`config.mk`:
```
export PLATFORM = sky130hd
export DESIGN_NAME = smcd_decoder
export DESIGN_NICKNAME = d
export VERILOG_FILES = /design/src/design/smcd_pkg.sv /design/src/design/smcd_decoder.sv /design/src/design/smcd_posmem.sv /design/src/design/smcd_reduce.sv
export VERILOG_INCLUDE_DIRS = /design/src /design/src/design
export SDC_FILE = /design/constraint.sdc
export NUM_CORES = 1
export LEC_CHECK = 0
export BUFFER_PORTS_ARGS = -buffer_cell sky130_fd_sc_hd__buf_2
export CORE_MARGIN = 2
export CORE_UTILIZATION = 45
export CTS_CLUSTER_DIAMETER = 150
export DETAILED_ROUTE_END_ITERATION = 7
export HOLD_SLACK_MARGIN = 0.08
export PLACE_DENSITY = 0.62
export SLEW_MARGIN = 10
export SYNTH_ARGS = -nofsm -noshare
export SYNTH_HDL_FRONTEND = slang
export SYNTH_SLANG_ARGS = --single-unit
```
`constraint.sdc`:
```
create_clock -name ref_clk -period 5.2 [get_ports ref_clk]
set_input_delay 1.04 -clock ref_clk [delete_from_list [all_inputs] [get_ports ref_clk]]
set_output_delay 1.04 -clock ref_clk [all_outputs]
set_load 0.01 [all_outputs]
```
`src/design/smcd_map.svh`:
```
// Register offsets, field positions, reset values and fixed codes of the stage command decoder
`ifndef SMCD_MAP_SVH
`define SMCD_MAP_SVH

`define SMCD_REG_CMD      8'h00
`define SMCD_REG_ARG      8'h04
`define SMCD_REG_RESP     8'h08
`define SMCD_REG_RDATA    8'h0C
`define SMCD_REG_POS      8'h10
`define SMCD_REG_STATUS   8'h14
`define SMCD_REG_SPEED    8'h18
`define SMCD_REG_RAMP     8'h1C
`define SMCD_REG_REV      8'h20
`define SMCD_REG_MEM_LO   8'h24
`define SMCD_REG_MEM_HI   8'h34

`define SMCD_CMD_OP       3:0
`define SMCD_CMD_BTN      6:4
`define SMCD_CMD_AXIS     9:8

`define SMCD_AXIS_ONE     2'h1
`define SMCD_AXIS_W       2'h2
`define SMCD_BTN_MIN      3'h1
`define SMCD_BTN_MAX      3'h5

`define SMCD_POS_MAX      26'sh0FFFFFE
`define SMCD_SPEED_RST    16'h0064
`define SMCD_RAMP_RST     16'h0032
`define SMCD_REV_RST      25'h0000FA0
`define SMCD_MIN_SPEED    16'h0001

`define SMCD_RESP_OK      16'h4F4B
`define SMCD_RESP_NG      16'h4E47
`define SMCD_RESP_NONE    16'h0000
`define SMCD_ANS_BUSY     32'h00000042
`define SMCD_ANS_READY    32'h00000052

`define SMCD_RED_STEPS    5'h19

`endif

```
`src/design/smcd_pkg.sv`:
```
// Types shared by the stage command decoder files
package smcd_pkg;

    typedef enum logic [3:0] {
        SMCD_OP_ORIGIN = 4'h1,
        SMCD_OP_BUTTON = 4'h2,
        SMCD_OP_REL    = 4'h3,
        SMCD_OP_ABS    = 4'h4,
        SMCD_OP_JOG    = 4'h5,
        SMCD_OP_GO     = 4'h6,
        SMCD_OP_STOP   = 4'h7,
        SMCD_OP_ESTOP  = 4'h8,
        SMCD_OP_QPOS   = 4'h9,
        SMCD_OP_QBUSY  = 4'hA
    } smcd_op_t;

    typedef enum logic [2:0] {
        SMCD_KIND_NONE   = 3'h0,
        SMCD_KIND_ORIGIN = 3'h1,
        SMCD_KIND_REL    = 3'h2,
        SMCD_KIND_ABS    = 3'h3,
        SMCD_KIND_JOG    = 3'h4,
        SMCD_KIND_MEM    = 3'h5
    } smcd_kind_t;

    typedef enum logic [2:0] {
        SMCD_ST_IDLE,
        SMCD_ST_LAUNCH,
        SMCD_ST_ORIGIN,
        SMCD_ST_MOVE,
        SMCD_ST_REDUCE
    } smcd_state_t;

endpackage

```
`src/design/smcd_decoder.sv`:
```
// Stage command decoder: command gating, pending target, drive launch and position count
`include "smcd_map.svh"
module smcd_decoder import smcd_pkg::*; (
    input  wire logic               ref_clk,
    input  wire logic               sys_rst,
    input  wire logic [7:0]         reg_addr,
    input  wire logic [31:0]        reg_wdata,
    input  wire logic               reg_wr,
    input  wire logic               reg_rd,
    output logic [31:0]             reg_rdata,
    input  wire logic               operating_mode_selector,
    input  wire logic               limit_sensor,
    input  wire logic               motor_excited,
    input  wire logic               motion_done,
    input  wire logic signed [24:0] done_travel,
    output logic                    resp_valid,
    output logic [15:0]             resp_code,
    output logic [31:0]             resp_data,
    output logic                    mv_start,
    output logic [2:0]              mv_kind,
    output logic signed [24:0]      mv_disp,
    output logic [15:0]             mv_speed,
    output logic [15:0]             mv_ramp,
    output logic                    mv_ramp_en,
    output logic                    mv_backlash,
    output logic                    mv_limit_stop,
    output logic                    mv_stop_slow,
    output logic                    mv_stop_now
);
    function automatic logic in_range(input logic signed [25:0] v);
        return (v <= `SMCD_POS_MAX) && (v >= -`SMCD_POS_MAX);
    endfunction

    smcd_state_t        state_ff;
    smcd_state_t        nxt_state;
    smcd_kind_t         pend_kind_ff;
    smcd_kind_t         mv_kind_ff;
    logic signed [24:0] pos_ff;
    logic signed [24:0] arg_ff;
    logic signed [24:0] pend_val_ff;
    logic [2:0]         pend_idx_ff;
    logic               pend_valid_ff;
    logic               origin_set_ff;
    logic               abort_ff;
    logic [15:0]        speed_ff;
    logic [15:0]        ramp_ff;
    logic [24:0]        rev_ff;
    logic [31:0]        rdata_ff;
    logic               resp_valid_ff;
    logic [15:0]        resp_code_ff;
    logic [31:0]        resp_data_ff;
    logic               mv_start_ff;
    logic signed [24:0] mv_disp_ff;
    logic [15:0]        mv_speed_ff;
    logic [15:0]        mv_ramp_ff;
    logic               mv_ramp_en_ff;
    logic               mv_backlash_ff;
    logic               mv_limit_stop_ff;
    logic               mv_stop_slow_ff;
    logic               mv_stop_now_ff;
    logic signed [24:0] mem_rd;
    logic               red_busy;
    logic               red_done;
    logic signed [24:0] red_res;

    // Command decode
    wire smcd_op_t           op        = smcd_op_t'(reg_wdata[`SMCD_CMD_OP]);
    wire logic [2:0]         btn       = reg_wdata[`SMCD_CMD_BTN];
    wire logic [1:0]         axis      = reg_wdata[`SMCD_CMD_AXIS];
    wire logic               cmd_wr    = reg_wr && (reg_addr == `SMCD_REG_CMD);
    wire logic               is_query  = (op == SMCD_OP_QPOS) || (op == SMCD_OP_QBUSY);
    wire logic               is_stop   = (op == SMCD_OP_STOP) || (op == SMCD_OP_ESTOP);
    wire logic               axis_ok   = (axis == `SMCD_AXIS_ONE) || (axis == `SMCD_AXIS_W);
    wire logic               btn_ok    = (btn >= `SMCD_BTN_MIN) && (btn <= `SMCD_BTN_MAX);
    wire logic               idle      = (state_ff == SMCD_ST_IDLE);
    wire logic               searching = (state_ff == SMCD_ST_ORIGIN);
    wire logic               st_launch = (state_ff == SMCD_ST_LAUNCH);
    wire logic               st_move   = (state_ff == SMCD_ST_MOVE);
    wire logic signed [25:0] arg26     = {arg_ff[24], arg_ff};
    wire logic signed [25:0] rel_sum   = {pos_ff[24], pos_ff} + arg26;

    wire logic accept  = cmd_wr && (operating_mode_selector || is_query);
    wire logic blocked = searching && !is_stop && !is_query;
    wire logic ok_h    = motor_excited && axis_ok && idle;
    wire logic ok_b    = motor_excited && btn_ok && (origin_set_ff || idle);
    wire logic ok_m    = motor_excited && axis_ok && in_range(arg26) && in_range(rel_sum);
    wire logic ok_a    = motor_excited && axis_ok && in_range(arg26);
    wire logic ok_j    = motor_excited && axis_ok && idle;
    wire logic ok_g    = pend_valid_ff && idle;
    wire logic op_ok   = blocked ? 1'b0 :
                         (op == SMCD_OP_ORIGIN) ? ok_h :
                         (op == SMCD_OP_BUTTON) ? ok_b :
                         (op == SMCD_OP_REL)    ? ok_m :
                         (op == SMCD_OP_ABS)    ? ok_a :
                         (op == SMCD_OP_JOG)    ? ok_j :
                         (op == SMCD_OP_GO)     ? ok_g :
                         (is_stop || is_query);
    wire logic done_ok = accept && op_ok;

    wire logic go_origin = done_ok && ((op == SMCD_OP_ORIGIN) ||
                                       (op == SMCD_OP_BUTTON && !origin_set_ff));
    wire logic go_jog    = done_ok && (op == SMCD_OP_JOG);
    wire logic go_launch = done_ok && (op == SMCD_OP_GO);
    wire logic set_pend  = done_ok && ((op == SMCD_OP_BUTTON && origin_set_ff) ||
                                       op == SMCD_OP_REL || op == SMCD_OP_ABS);
    wire logic clr_pend  = go_origin || go_jog || go_launch || (done_ok && is_stop);
    wire logic start_w   = go_origin || go_jog || st_launch;
    wire logic mem_wr    = reg_wr && (reg_addr >= `SMCD_REG_MEM_LO) && (reg_addr <= `SMCD_REG_MEM_HI) &&
                           (reg_addr[1:0] == 2'h0);
    wire logic [7:0]     mem_off   = reg_addr - `SMCD_REG_MEM_LO;
    wire logic signed [24:0] travel_sum = pos_ff + done_travel;
    wire logic           red_start = st_move && motion_done && (mv_kind_ff != SMCD_KIND_MEM);
    wire logic signed [24:0] disp_w =
        (pend_kind_ff == SMCD_KIND_REL) ? pend_val_ff :
        (pend_kind_ff == SMCD_KIND_ABS) ? pend_val_ff - pos_ff : mem_rd - pos_ff;
    wire logic [31:0] status_w = {27'h0000000, red_busy, pend_valid_ff, !idle,
                                  searching, origin_set_ff};
    wire logic [31:0] rd_mux =
        (reg_addr == `SMCD_REG_ARG)    ? {{7{arg_ff[24]}}, arg_ff} :
        (reg_addr == `SMCD_REG_RESP)   ? {16'h0000, resp_code_ff} :
        (reg_addr == `SMCD_REG_RDATA)  ? resp_data_ff :
        (reg_addr == `SMCD_REG_POS)    ? {{7{pos_ff[24]}}, pos_ff} :
        (reg_addr == `SMCD_REG_STATUS) ? status_w :
        (reg_addr == `SMCD_REG_SPEED)  ? {16'h0000, speed_ff} :
        (reg_addr == `SMCD_REG_RAMP)   ? {16'h0000, ramp_ff} :
        (reg_addr == `SMCD_REG_REV)    ? {7'h00, rev_ff} : 32'h00000000;

    smcd_posmem u_mem (
        .ref_clk    (ref_clk),
        .sys_rst    (sys_rst),
        .wr_en      (mem_wr),
        .wr_idx     (mem_off[4:2]),
        .wr_data    (reg_wdata[24:0]),
        .rd_idx     (pend_idx_ff),
        .rd_data_ff (mem_rd)
    );

    smcd_reduce u_red (
        .ref_clk (ref_clk),
        .sys_rst (sys_rst),
        .start   (red_start),
        .value   (travel_sum),
        .rev     (rev_ff),
        .busy_ff (red_busy),
        .done_ff (red_done),
        .res_ff  (red_res)
    );

    always_comb begin
        nxt_state = state_ff;
        case (state_ff)
            SMCD_ST_IDLE: begin
                if (go_origin) nxt_state = SMCD_ST_ORIGIN;
                else if (go_jog) nxt_state = SMCD_ST_MOVE;
                else if (go_launch) nxt_state = SMCD_ST_LAUNCH;
            end
            SMCD_ST_LAUNCH: nxt_state = SMCD_ST_MOVE;
            SMCD_ST_ORIGIN: if (motion_done) nxt_state = SMCD_ST_IDLE;
            SMCD_ST_MOVE: begin
                if (motion_done) nxt_state = red_start ? SMCD_ST_REDUCE : SMCD_ST_IDLE;
            end
            SMCD_ST_REDUCE: if (red_done) nxt_state = SMCD_ST_IDLE;
            default: nxt_state = SMCD_ST_IDLE;
        endcase
    end

    // Software settings
    always_ff @(posedge ref_clk) begin
        if (sys_rst) begin
            arg_ff   <= 25'h0000000;
            speed_ff <= `SMCD_SPEED_RST;
            ramp_ff  <= `SMCD_RAMP_RST;
            rev_ff   <= `SMCD_REV_RST;
            rdata_ff <= 32'h00000000;
        end else begin
            if (reg_wr && reg_addr == `SMCD_REG_ARG) arg_ff <= reg_wdata[24:0];
            if (reg_wr && reg_addr == `SMCD_REG_SPEED) speed_ff <= reg_wdata[15:0];
            if (reg_wr && reg_addr == `SMCD_REG_RAMP) ramp_ff <= reg_wdata[15:0];
            if (reg_wr && reg_addr == `SMCD_REG_REV) rev_ff <= reg_wdata[24:0];
            rdata_ff <= reg_rd ? rd_mux : 32'h00000000;
        end
    end

    // Sequencing, pending target and position count
    always_ff @(posedge ref_clk) begin
        if (sys_rst) begin
            state_ff      <= SMCD_ST_IDLE;
            pend_valid_ff <= 1'b0;
            pend_kind_ff  <= SMCD_KIND_NONE;
            pend_val_ff   <= 25'h0000000;
            pend_idx_ff   <= 3'h0;
            origin_set_ff <= 1'b0;
            abort_ff      <= 1'b0;
            pos_ff        <= 25'h0000000;
        end else begin
            state_ff <= nxt_state;
            if (set_pend) begin
                pend_valid_ff <= 1'b1;
                pend_kind_ff  <= (op == SMCD_OP_BUTTON) ? SMCD_KIND_MEM :
                                 (op == SMCD_OP_REL) ? SMCD_KIND_REL : SMCD_KIND_ABS;
                pend_val_ff   <= arg_ff;
                if (op == SMCD_OP_BUTTON) pend_idx_ff <= btn - 3'h1;
            end else if (clr_pend) begin
                pend_valid_ff <= 1'b0;
            end
            if (go_origin) abort_ff <= 1'b0;
            else if (searching && done_ok && is_stop) abort_ff <= 1'b1;
            if (searching && motion_done && !abort_ff) begin
                pos_ff        <= 25'h0000000;
                origin_set_ff <= 1'b1;
            end else if (st_move && motion_done) begin
                pos_ff <= travel_sum;
            end else if (red_done) begin
                pos_ff <= red_res;
            end
        end
    end

    // Answers and drive requests
    always_ff @(posedge ref_clk) begin
        if (sys_rst) begin
            resp_valid_ff    <= 1'b0;
            resp_code_ff     <= `SMCD_RESP_NONE;
            resp_data_ff     <= 32'h00000000;
            mv_start_ff      <= 1'b0;
            mv_kind_ff       <= SMCD_KIND_NONE;
            mv_disp_ff       <= 25'h0000000;
            mv_speed_ff      <= 16'h0000;
            mv_ramp_ff       <= 16'h0000;
            mv_ramp_en_ff    <= 1'b0;
            mv_backlash_ff   <= 1'b0;
            mv_limit_stop_ff <= 1'b0;
            mv_stop_slow_ff  <= 1'b0;
            mv_stop_now_ff   <= 1'b0;
        end else begin
            resp_valid_ff <= accept;
            if (accept) begin
                resp_code_ff <= is_query ? `SMCD_RESP_NONE : (op_ok ? `SMCD_RESP_OK : `SMCD_RESP_NG);
                resp_data_ff <= (op == SMCD_OP_QPOS) ? {{7{pos_ff[24]}}, pos_ff} :
                                (op == SMCD_OP_QBUSY) ? (idle ? `SMCD_ANS_READY : `SMCD_ANS_BUSY) : 32'h00000000;
            end
            mv_start_ff <= start_w;
            if (start_w) begin
                mv_kind_ff       <= go_origin ? SMCD_KIND_ORIGIN : go_jog ? SMCD_KIND_JOG : pend_kind_ff;
                mv_disp_ff       <= st_launch ? disp_w : 25'h0000000;
                mv_speed_ff      <= go_jog ? `SMCD_MIN_SPEED : speed_ff;
                mv_ramp_ff       <= ramp_ff;
                mv_ramp_en_ff    <= !go_jog;
                mv_backlash_ff   <= st_launch && (pend_kind_ff == SMCD_KIND_MEM);
                mv_limit_stop_ff <= !go_jog;
            end
            mv_stop_slow_ff <= done_ok && (op == SMCD_OP_STOP);
            mv_stop_now_ff  <= (done_ok && op == SMCD_OP_ESTOP) || (searching && limit_sensor);
        end
    end

    assign reg_rdata     = rdata_ff;
    assign resp_valid    = resp_valid_ff;
    assign resp_code     = resp_code_ff;
    assign resp_data     = resp_data_ff;
    assign mv_start      = mv_start_ff;
    assign mv_kind       = mv_kind_ff;
    assign mv_disp       = mv_disp_ff;
    assign mv_speed      = mv_speed_ff;
    assign mv_ramp       = mv_ramp_ff;
    assign mv_ramp_en    = mv_ramp_en_ff;
    assign mv_backlash   = mv_backlash_ff;
    assign mv_limit_stop = mv_limit_stop_ff;
    assign mv_stop_slow  = mv_stop_slow_ff;
    assign mv_stop_now   = mv_stop_now_ff;

    wire logic [24:0] pos_mag = pos_ff[24] ? -pos_ff : pos_ff;
endmodule

```
`src/design/smcd_posmem.sv`:
```
// Five-entry memorized position store with registered read
module smcd_posmem (
    input  wire logic               ref_clk,
    input  wire logic               sys_rst,
    input  wire logic               wr_en,
    input  wire logic [2:0]         wr_idx,
    input  wire logic signed [24:0] wr_data,
    input  wire logic [2:0]         rd_idx,
    output logic signed [24:0]      rd_data_ff
);
    logic signed [24:0] mem_ff [0:4];

    always_ff @(posedge ref_clk) begin
        if (sys_rst) begin
            for (int i = 0; i < 5; i++) begin
                mem_ff[i] <= 25'h0000000;
            end
            rd_data_ff <= 25'h0000000;
        end else begin
            if (wr_en && wr_idx < 3'h5) begin
                mem_ff[wr_idx] <= wr_data;
            end
            rd_data_ff <= (rd_idx < 3'h5) ? mem_ff[rd_idx] : 25'h0000000;
        end
    end
endmodule

```
`src/design/smcd_reduce.sv`:
```
// Sequential reduction of a position count into one revolution
`include "smcd_map.svh"
module smcd_reduce (
    input  wire logic               ref_clk,
    input  wire logic               sys_rst,
    input  wire logic               start,
    input  wire logic signed [24:0] value,
    input  wire logic [24:0]        rev,
    output logic                    busy_ff,
    output logic                    done_ff,
    output logic signed [24:0]      res_ff
);
    logic [24:0] mag_ff;
    logic [25:0] rem_ff;
    logic [4:0]  cnt_ff;
    logic        neg_ff;
    logic [25:0] shifted;
    logic [25:0] nxt_rem;

    assign shifted = {rem_ff[24:0], mag_ff[24]};
    assign nxt_rem = (shifted >= {1'b0, rev}) ? shifted - {1'b0, rev} : shifted;

    // Restoring remainder on the magnitude, sign put back at the end
    always_ff @(posedge ref_clk) begin
        if (sys_rst) begin
            busy_ff <= 1'b0;
            done_ff <= 1'b0;
            res_ff  <= 25'h0000000;
            mag_ff  <= 25'h0000000;
            rem_ff  <= 26'h0000000;
            cnt_ff  <= 5'h00;
            neg_ff  <= 1'b0;
        end else begin
            done_ff <= 1'b0;
            if (start && rev == 25'h0000000) begin
                res_ff  <= value;
                done_ff <= 1'b1;
            end else if (start) begin
                mag_ff  <= value[24] ? -value : value;
                neg_ff  <= value[24];
                rem_ff  <= 26'h0000000;
                cnt_ff  <= `SMCD_RED_STEPS;
                busy_ff <= 1'b1;
            end else if (busy_ff) begin
                rem_ff <= nxt_rem;
                mag_ff <= {mag_ff[23:0], 1'b0};
                cnt_ff <= cnt_ff - 5'h01;
                if (cnt_ff == 5'h01) begin
                    busy_ff <= 1'b0;
                    done_ff <= 1'b1;
                    res_ff  <= neg_ff ? -nxt_rem[24:0] : nxt_rem[24:0];
                end
            end
        end
    end
endmodule

```
==> flow_summary_export.csv, run 1 <==
group,metric,value,unit
logic_synthesis,synth_adder_area_share,5.083,%
outcome,outcome,"finished with violations",
critical_path,critPathTopFamily,"compound AO/OA/AOI/OAI gates",
finish,final_layout_size_suffix_gt1_share,14.64,%
place,portBuffers,206,
sta,clock_skew,48.59,ps
logic_synthesis,synth_ff_type,"dfxtp_1",
logic_synthesis,synth_compound_area_share,21.11,%
grt,grt.total_usage,31.85,%
finish,area_growth,13.77,%
critical_path,crit_path_start_kind,"flop",
logic_synthesis,postSynthAreaPerCell,8.597,um2
grt,top_usage_layer,"met2",
finish,utilization,51.51,%
power,p_per_area,265.0,mW/mm2
detailed_routing,remaining_drc_errors,5,
place,hpwl,77800,um
sta,slew_headroom,12.98,%
sta,fin_crit,4998,ps
grt,grt_pass1_wl,155400,um
clock_network,clkTransAtPathRegs,70,ps
logic_synthesis,ys_warn_count,0,
detailed_routing,drt_first_pass_iters,8,
grt,grt_overflow,0,
place,place_inst,4241,
place,detailedPlace.worstSlack,214.8,ps
clock_network,cts_setup_buffers,0,
sta,setup_viol_count_final,0,
clock_network,cts_tree,"done",
logic_synthesis,synthesis.area,0.02840,mm2
finish,layout_common_cells,"nand2_1 (453), dfxtp_1 (370), a21oi_1 (276)",
place,post_dp_cell_area,0.03044,mm2
floorplanning,die_h,255.2,um
sta,hold_violations,0,
sta,rsz0062_at_grt,"no",
sta,layout_setup_ws,201.7,ps
detailed_routing,post_drt_via_cell_ratio,6.107,
sta,setup_tns,0,ps
detailed_routing,wl_per_cell,24.32,um
logic_synthesis,synth_top_family_by_area,"compound AO/OA/AOI/OAI gates",
clock_network,htree_levels,2,
sta,tightest_slew,1289,ps
clock_network,clock_latency,660,ps
clock_network,cts_made_buffers,54,
finish,final_area,0.03232,mm2
logic_synthesis,yosysTopAreaCell,"dfxtp_1",
grt,antenna_found_initial,6,
floorplanning,die_w,255.2,um
logic_synthesis,synth_top_area_share,26.22,%
grt,grtUsageMet3,7.149,%
logic_synthesis,synth_area_leaders,"dfxtp_1 (26%), edfxtp_1 (13%), nand2_1 (6.0%)",
detailed_routing,antenna_left,0,
outcome,violations,"design-rule violations",
finish,nNetsFinal,3637,
critical_path,required,5720,ps
logic_synthesis,synth_seq_cells,497,
floorplanning,ioPinCount,220,
floorplanning,die-area,0.06515,mm2
detailed_routing,drt-initial-drc-count,3082,
clock_network,cts.path.max_buffers,3,
grt,grt_max_degree,156,
place,gp_congestion,1.004,
detailed_routing,vias,26550,
min_path,hold_path_class,"reg -> reg",
finish,final_common_cell,"nand2_1",
logic_synthesis,synthCells,3304,
detailed_routing,totalWireLength,105800,um
power,power.ir.vdd_worst,252.2,uV
critical_path,worst-path-buf-inv,3,
logic_synthesis,synth_xor_area_share,3.299,%
logic_synthesis,yosys.area_share.simple,20.34,%
logic_synthesis,async_flop_share,0,%
critical_path,crit_type,"reg -> reg",
clock_network,clock_sinks,497,
grt,use_met2,47.44,%
job,cap_violations,0,
critical_path,slowest_stage,"o311ai_0",
clock_network,cts-hold-fix-buffers,0,
critical_path,cp-end-kind,"flop",
finish,finalNonFillerCells,4348,
critical_path,slowest_delay,640,ps
sta,finalCritPeriodShare,96.12,%
grt,grt_pass1_vias,24270,
logic_synthesis,synth_cell_type_count,95,
critical_path,path_max_fanout,24,
logic_synthesis,synth_edf_count,125,
floorplanning,rows,92,
logic_synthesis,ys_seq_area_share,39.43,%
power,p_leak,12.54,nW
floorplanning,core,0.06274,mm2
floorplanning,start_util,45.28,%
critical_path,crit_chain,"ha_1 -> inv_1 -> fa_1 -> nand2b_1 -> a211oi_1 -> o21ba_2 -> a41oi_1 -> o31ai_1 -> a21o_1 -> o2111a_1 -> nand4_1 -> o311ai_0 -> buf_4 -> a211o_1 -> a21boi_4 -> buf_4 -> o41ai_1",
grt,grtUsageMet1,44.92,%
critical_path,critical_path.most_common_cell,"buf_4",
finish,n_fill_cell,5977,
clock_network,cts_root_buf,"clkbuf_16",
logic_synthesis,muxShareOfSynthArea,5.365,%
sta,fmax,0.2001,GHz
critical_path,critical_path_arrival,5520,ps
sta,maxSlewViolCount,0,
[layout make-up]
class                           instances  area (um2)  share of cell area (%)
Antenna cell                            5       12.51                 0.03872
Clock buffer                           74        1563                   4.836
Clock inverter                         28       294.0                  0.9098
Inverter                              145       544.3                   1.684
Multi-Input combinational cell       2441       15780                   48.83
Sequential cell                       497       11200                   34.67
Tap cell                              846        1059                   3.275
Timing Repair Buffer                  312        1861                   5.757
[sequential cells by signal, summed over array words and instances (netlist names), 5 cells and up]
signal,count
pos_ff,25
u_mem.rd_data_ff,25
speed_ff,16
ramp_ff,16
mv_ramp,16
u_mem.mem_ff,125
rev_ff,25
u_red.res_ff,25
resp_data,25
u_red.rem_ff,25
mv_disp,25
pend_val_ff,25
arg_ff,25
u_red.mag_ff,25
mv_speed,16
u_red.cnt_ff,5
reg_rdata,26
[synth_stat cells (17+ instances only)]
master and instances:
nand2_1 453, dfxtp_1 372, a21oi_1 277, nor2_1 266, clkbuf_1 178, inv_1 141
and2_1 137, edfxtp_1 125, ha_1 109, o21ai_0 103, nor3_1 95, a22oi_1 77
mux2i_1 69, xnor2_1 60, nand3_1 54, a211oi_1 52, xor2_1 47, o41ai_1 43
nor4_1 35, a21o_1 34, and3_1 30, o211ai_1 28, buf_4 27, mux4_2 25
a221oi_1 24, mux2_2 24, a22o_1 23, nand4_1 22, o21a_1 21, or3_1 19
a31oi_1 18, nand2b_1 17
[worst min-delay path, cell delays in order (launching register included)]
cell     delay [ps]
dfxtp_1         310
nand2_1          50
a21oi_1          50
[metrics by stage]
step	hold slack [ps]	power, mW
after detailed placement	442.7	4.621
after global placement	441.4	4.611
final	455.0	8.564
after global routing	462.1	8.802
after CTS	457.3	8.603
after floorplan	436.3	4.431
[kinds of logic after synthesis]
family	Yosys count
and+or+nand+nor	1220
AOI/OAI and AO/OA	877
DFF	497
buffers and inverters	371
muxes	118
adders and majority gates	113
xor gates and xnor gates	107
other	1
[what timing repair did]
item / in CTS / in global routing
endpoints found under the hold margin: 0 / 0
resized for setup: 0 / 2
endpoints found under the setup margin: 0 / 1
[routing by layer]
| layer | up-vias | share of wire [%] |
|---|---|---|
| met3 | 211 | 10 |
| met4 | 2 | 3.8 |
| li1 | 12260 | - |
| met2 | 1263 | 43 |
| met5 | - | 0.010 |
| met1 | 12810 | 43 |
[report_power, final]
| group | internal [mW] | switching [mW] | total (mW) |
|---|---|---|---|
| registers | 4.02 | 0.0204 | 4.04 |
| logic | 0.164 | 0.346 | 0.511 |
| clock network | 2.24 | 1.77 | 4.02 |
[final timing paths]
path,from,endpoint,slack [ps],depth (start not counted)
setup / recovery,arg_ff[0],mv_disp[18],200,17
hold / removal,mv_backlash,mv_backlash,460,2
setup reg to reg,arg_ff[0],mv_disp[18],200,17
hold reg to reg,mv_backlash,mv_backlash,460,2
(Power assumes the default switching activity.)
==> run 2: changes to the inputs <==
- PLACE_DENSITY: 0.62 -> 0.6
==> flow_summary_export.csv, run 2 (same netlist as run 1, synthesis figures left out) <==
group,metric,value,unit
finish,largest_reg_flops,125,
clock_network,clock_latency,640,ps
clock_network,cts_setup_buffers,0,
critical_path,r2r_cells,16,
floorplanning,die-area,0.06515,mm2
critical_path,slowest_stage,"o21ai_0",
sta,finalCritPeriodShare,92.69,%
floorplanning,rows,92,
floorplanning,core,0.06274,mm2
power,p_seq_share,46.8,%
grt,grt_pass1_wl,154900,um
sta,setup_tns,0,ps
grt,grt_overflow,0,
finish,finalNonFillerCells,4343,
sta,fmax,0.2075,GHz
clock_network,cts_made_buffers,55,
detailed_routing,vias,26590,
clock_network,cts_root_buf,"clkbuf_16",
min_path,min_path_cells,2,
finish,nNetsFinal,3636,
power,power_switching_share,24.43,%
detailed_routing,drt_first_pass_iters,7,
power,p_per_area,266.7,mW/mm2
clock_network,clock_sinks,497,
clock_network,cts.path.max_buffers,3,
finish,regMostFlops,"u_mem.mem_ff",
power,p_leak,12.52,nW
grt,grt_max_degree,96,
detailed_routing,wl_per_cell,24.40,um
grt,grt_pass1_vias,23980,
detailed_routing,totalWireLength,106000,um
min_path,hold_path_class,"reg -> reg",
power,power.ir.vdd_worst,210.0,uV
critical_path,critical_path_arrival,5290,ps
job,cap_violations,0,
finish,final_area,0.03233,mm2
finish,utilization,51.53,%
power,p_switching,2.106,mW
grt,grt.total_usage,31.75,%
clock_network,cts_tree,"done",
finish,final_common_cell,"nand2_1",
finish,area_growth,13.81,%
critical_path,crit_type,"reg -> reg",
power,internal-power,6.516,mW
sta,fin_crit,4820,ps
grt,antenna_found_initial,5,
sta,maxSlewViolCount,0,
clock_network,htree_levels,2,
finish,final_layout_size_suffix_gt1_share,14.36,%
power,p_clk_share,47.3,%
critical_path,crit_path_start_kind,"flop",
place,place_inst,4239,
sta,layout_setup_ws,380.0,ps
sta,holdWs,456.6,ps
detailed_routing,antenna_left,0,
floorplanning,die_w,255.2,um
sta,rsz0062_at_grt,"no",
place,gp_congestion,0.9662,
clock_network,clkTransAtPathRegs,60,ps
outcome,outcome,"complete, no violations",
sta,setup_viol_count_final,0,
critical_path,required,5670,ps
critical_path,path_max_fanout,5,
place,portBuffers,206,
power,power.total,8.622,mW
sta,tightest_slew,1251,ps
power,combPwrFrac,5.9,%
sta,hold_violations,0,
critical_path,crit_chain,"ha_1 -> inv_1 -> fa_1 -> nand2b_1 -> a211oi_1 -> o21ba_2 -> a41oi_1 -> o31ai_1 -> a21o_1 -> o2111a_1 -> nand4_1 -> o311ai_1 -> buf_4 -> a21oi_1 -> o21ai_0 -> a31oi_1",
floorplanning,die_h,255.2,um
place,detailedPlace.worstSlack,377.0,ps
sta,slew_headroom,15.56,%
floorplanning,ioPinCount,220,
critical_path,cp-end-kind,"flop",
place,post_dp_cell_area,0.03044,mm2
detailed_routing,drt-initial-drc-count,3159,
sta,clock_skew,25.12,ps
detailed_routing,post_drt_via_cell_ratio,6.123,
detailed_routing,remaining_drc_errors,0,
floorplanning,start_util,45.28,%
critical_path,slowest_delay,520,ps
place,hpwl,77990,um
finish,layout_common_cells,"nand2_1 (453), dfxtp_1 (370), a21oi_1 (276)",
run 2: cell types whose count changed in the layout (fill, tap and decap cells not counted), moves of 2 or more:
cell	delta
clkbuf_8	-9
clkbuf_1	+7
clkinvlp_4	+4
buf_4	-3
bufinv_16	+3
clkbuf_16	+3
clkinv_4	-3
diode_2	-3
clkbuf_2	-2
clkinv_2	-2
clkinvlp_2	+2
run 2: layer usage:
layer / wire (um) / vias to the layer above / GRT usage, % / share of wire [%]
met5: 21 / - / 0 / 0.020
met4: 3004 / 4 / 8.688 / 2.8
li1: - / 12280 / - / -
met1: 46850 / 12870 / 45.69 / 44
met3: 10540 / 170 / 6.936 / 9.9
met2: 45550 / 1273 / 47.86 / 43
run 2: critical path, delay by kind of cell, from the launching register on:
| family | cells | cell delay [ps] |
|---|---|---|
| compound gates | 10 | 3000 |
| fa+ha+maj | 2 | 650 |
| simple gates | 2 | 270 |
| buf+inv | 2 | 280 |
| flops | 1 | 450 |
run 2: final timing paths:
kind              slack, ps         from          end
setup reg to reg        380    arg_ff[0]  mv_speed[0]
setup / recovery        380    arg_ff[0]  mv_speed[0]
hold / removal          460  mv_ramp[12]  mv_ramp[12]
hold reg to reg         460  mv_ramp[12]  mv_ramp[12]
run 2: what timing repair did:
| item | CTS | global route |
|---|---|---|
| hold buffers | 0 | 0 |
| endpoints found under the hold margin | 0 | 0 |
| endpoints found under the setup margin | 0 | 9 |
| gates resized for setup | 0 | 3 |
run 2: power groups by stage:
stage / sequential [mW] / clock, mW / combinational (mW)
floorplan: 4.11 / 0 / 0.318
global placement: 4.12 / 0 / 0.490
detailed placement: 4.12 / 0 / 0.496
CTS: 4.04 / 4.13 / 0.498
global route: 4.04 / 4.28 / 0.546
finish: 4.04 / 4.08 / 0.508
run 2: area by class of cell:
type                    instances  area [um2]
clock inverters                30       351.6
well taps                     846        1059
repair buffers                310        1858
multi-input cells            2441       15790
clock buffers                  72        1523
diodes                          2       5.005
flip-flops and latches        497       11200
inverters                     145       544.3
fillers                      5868       30410
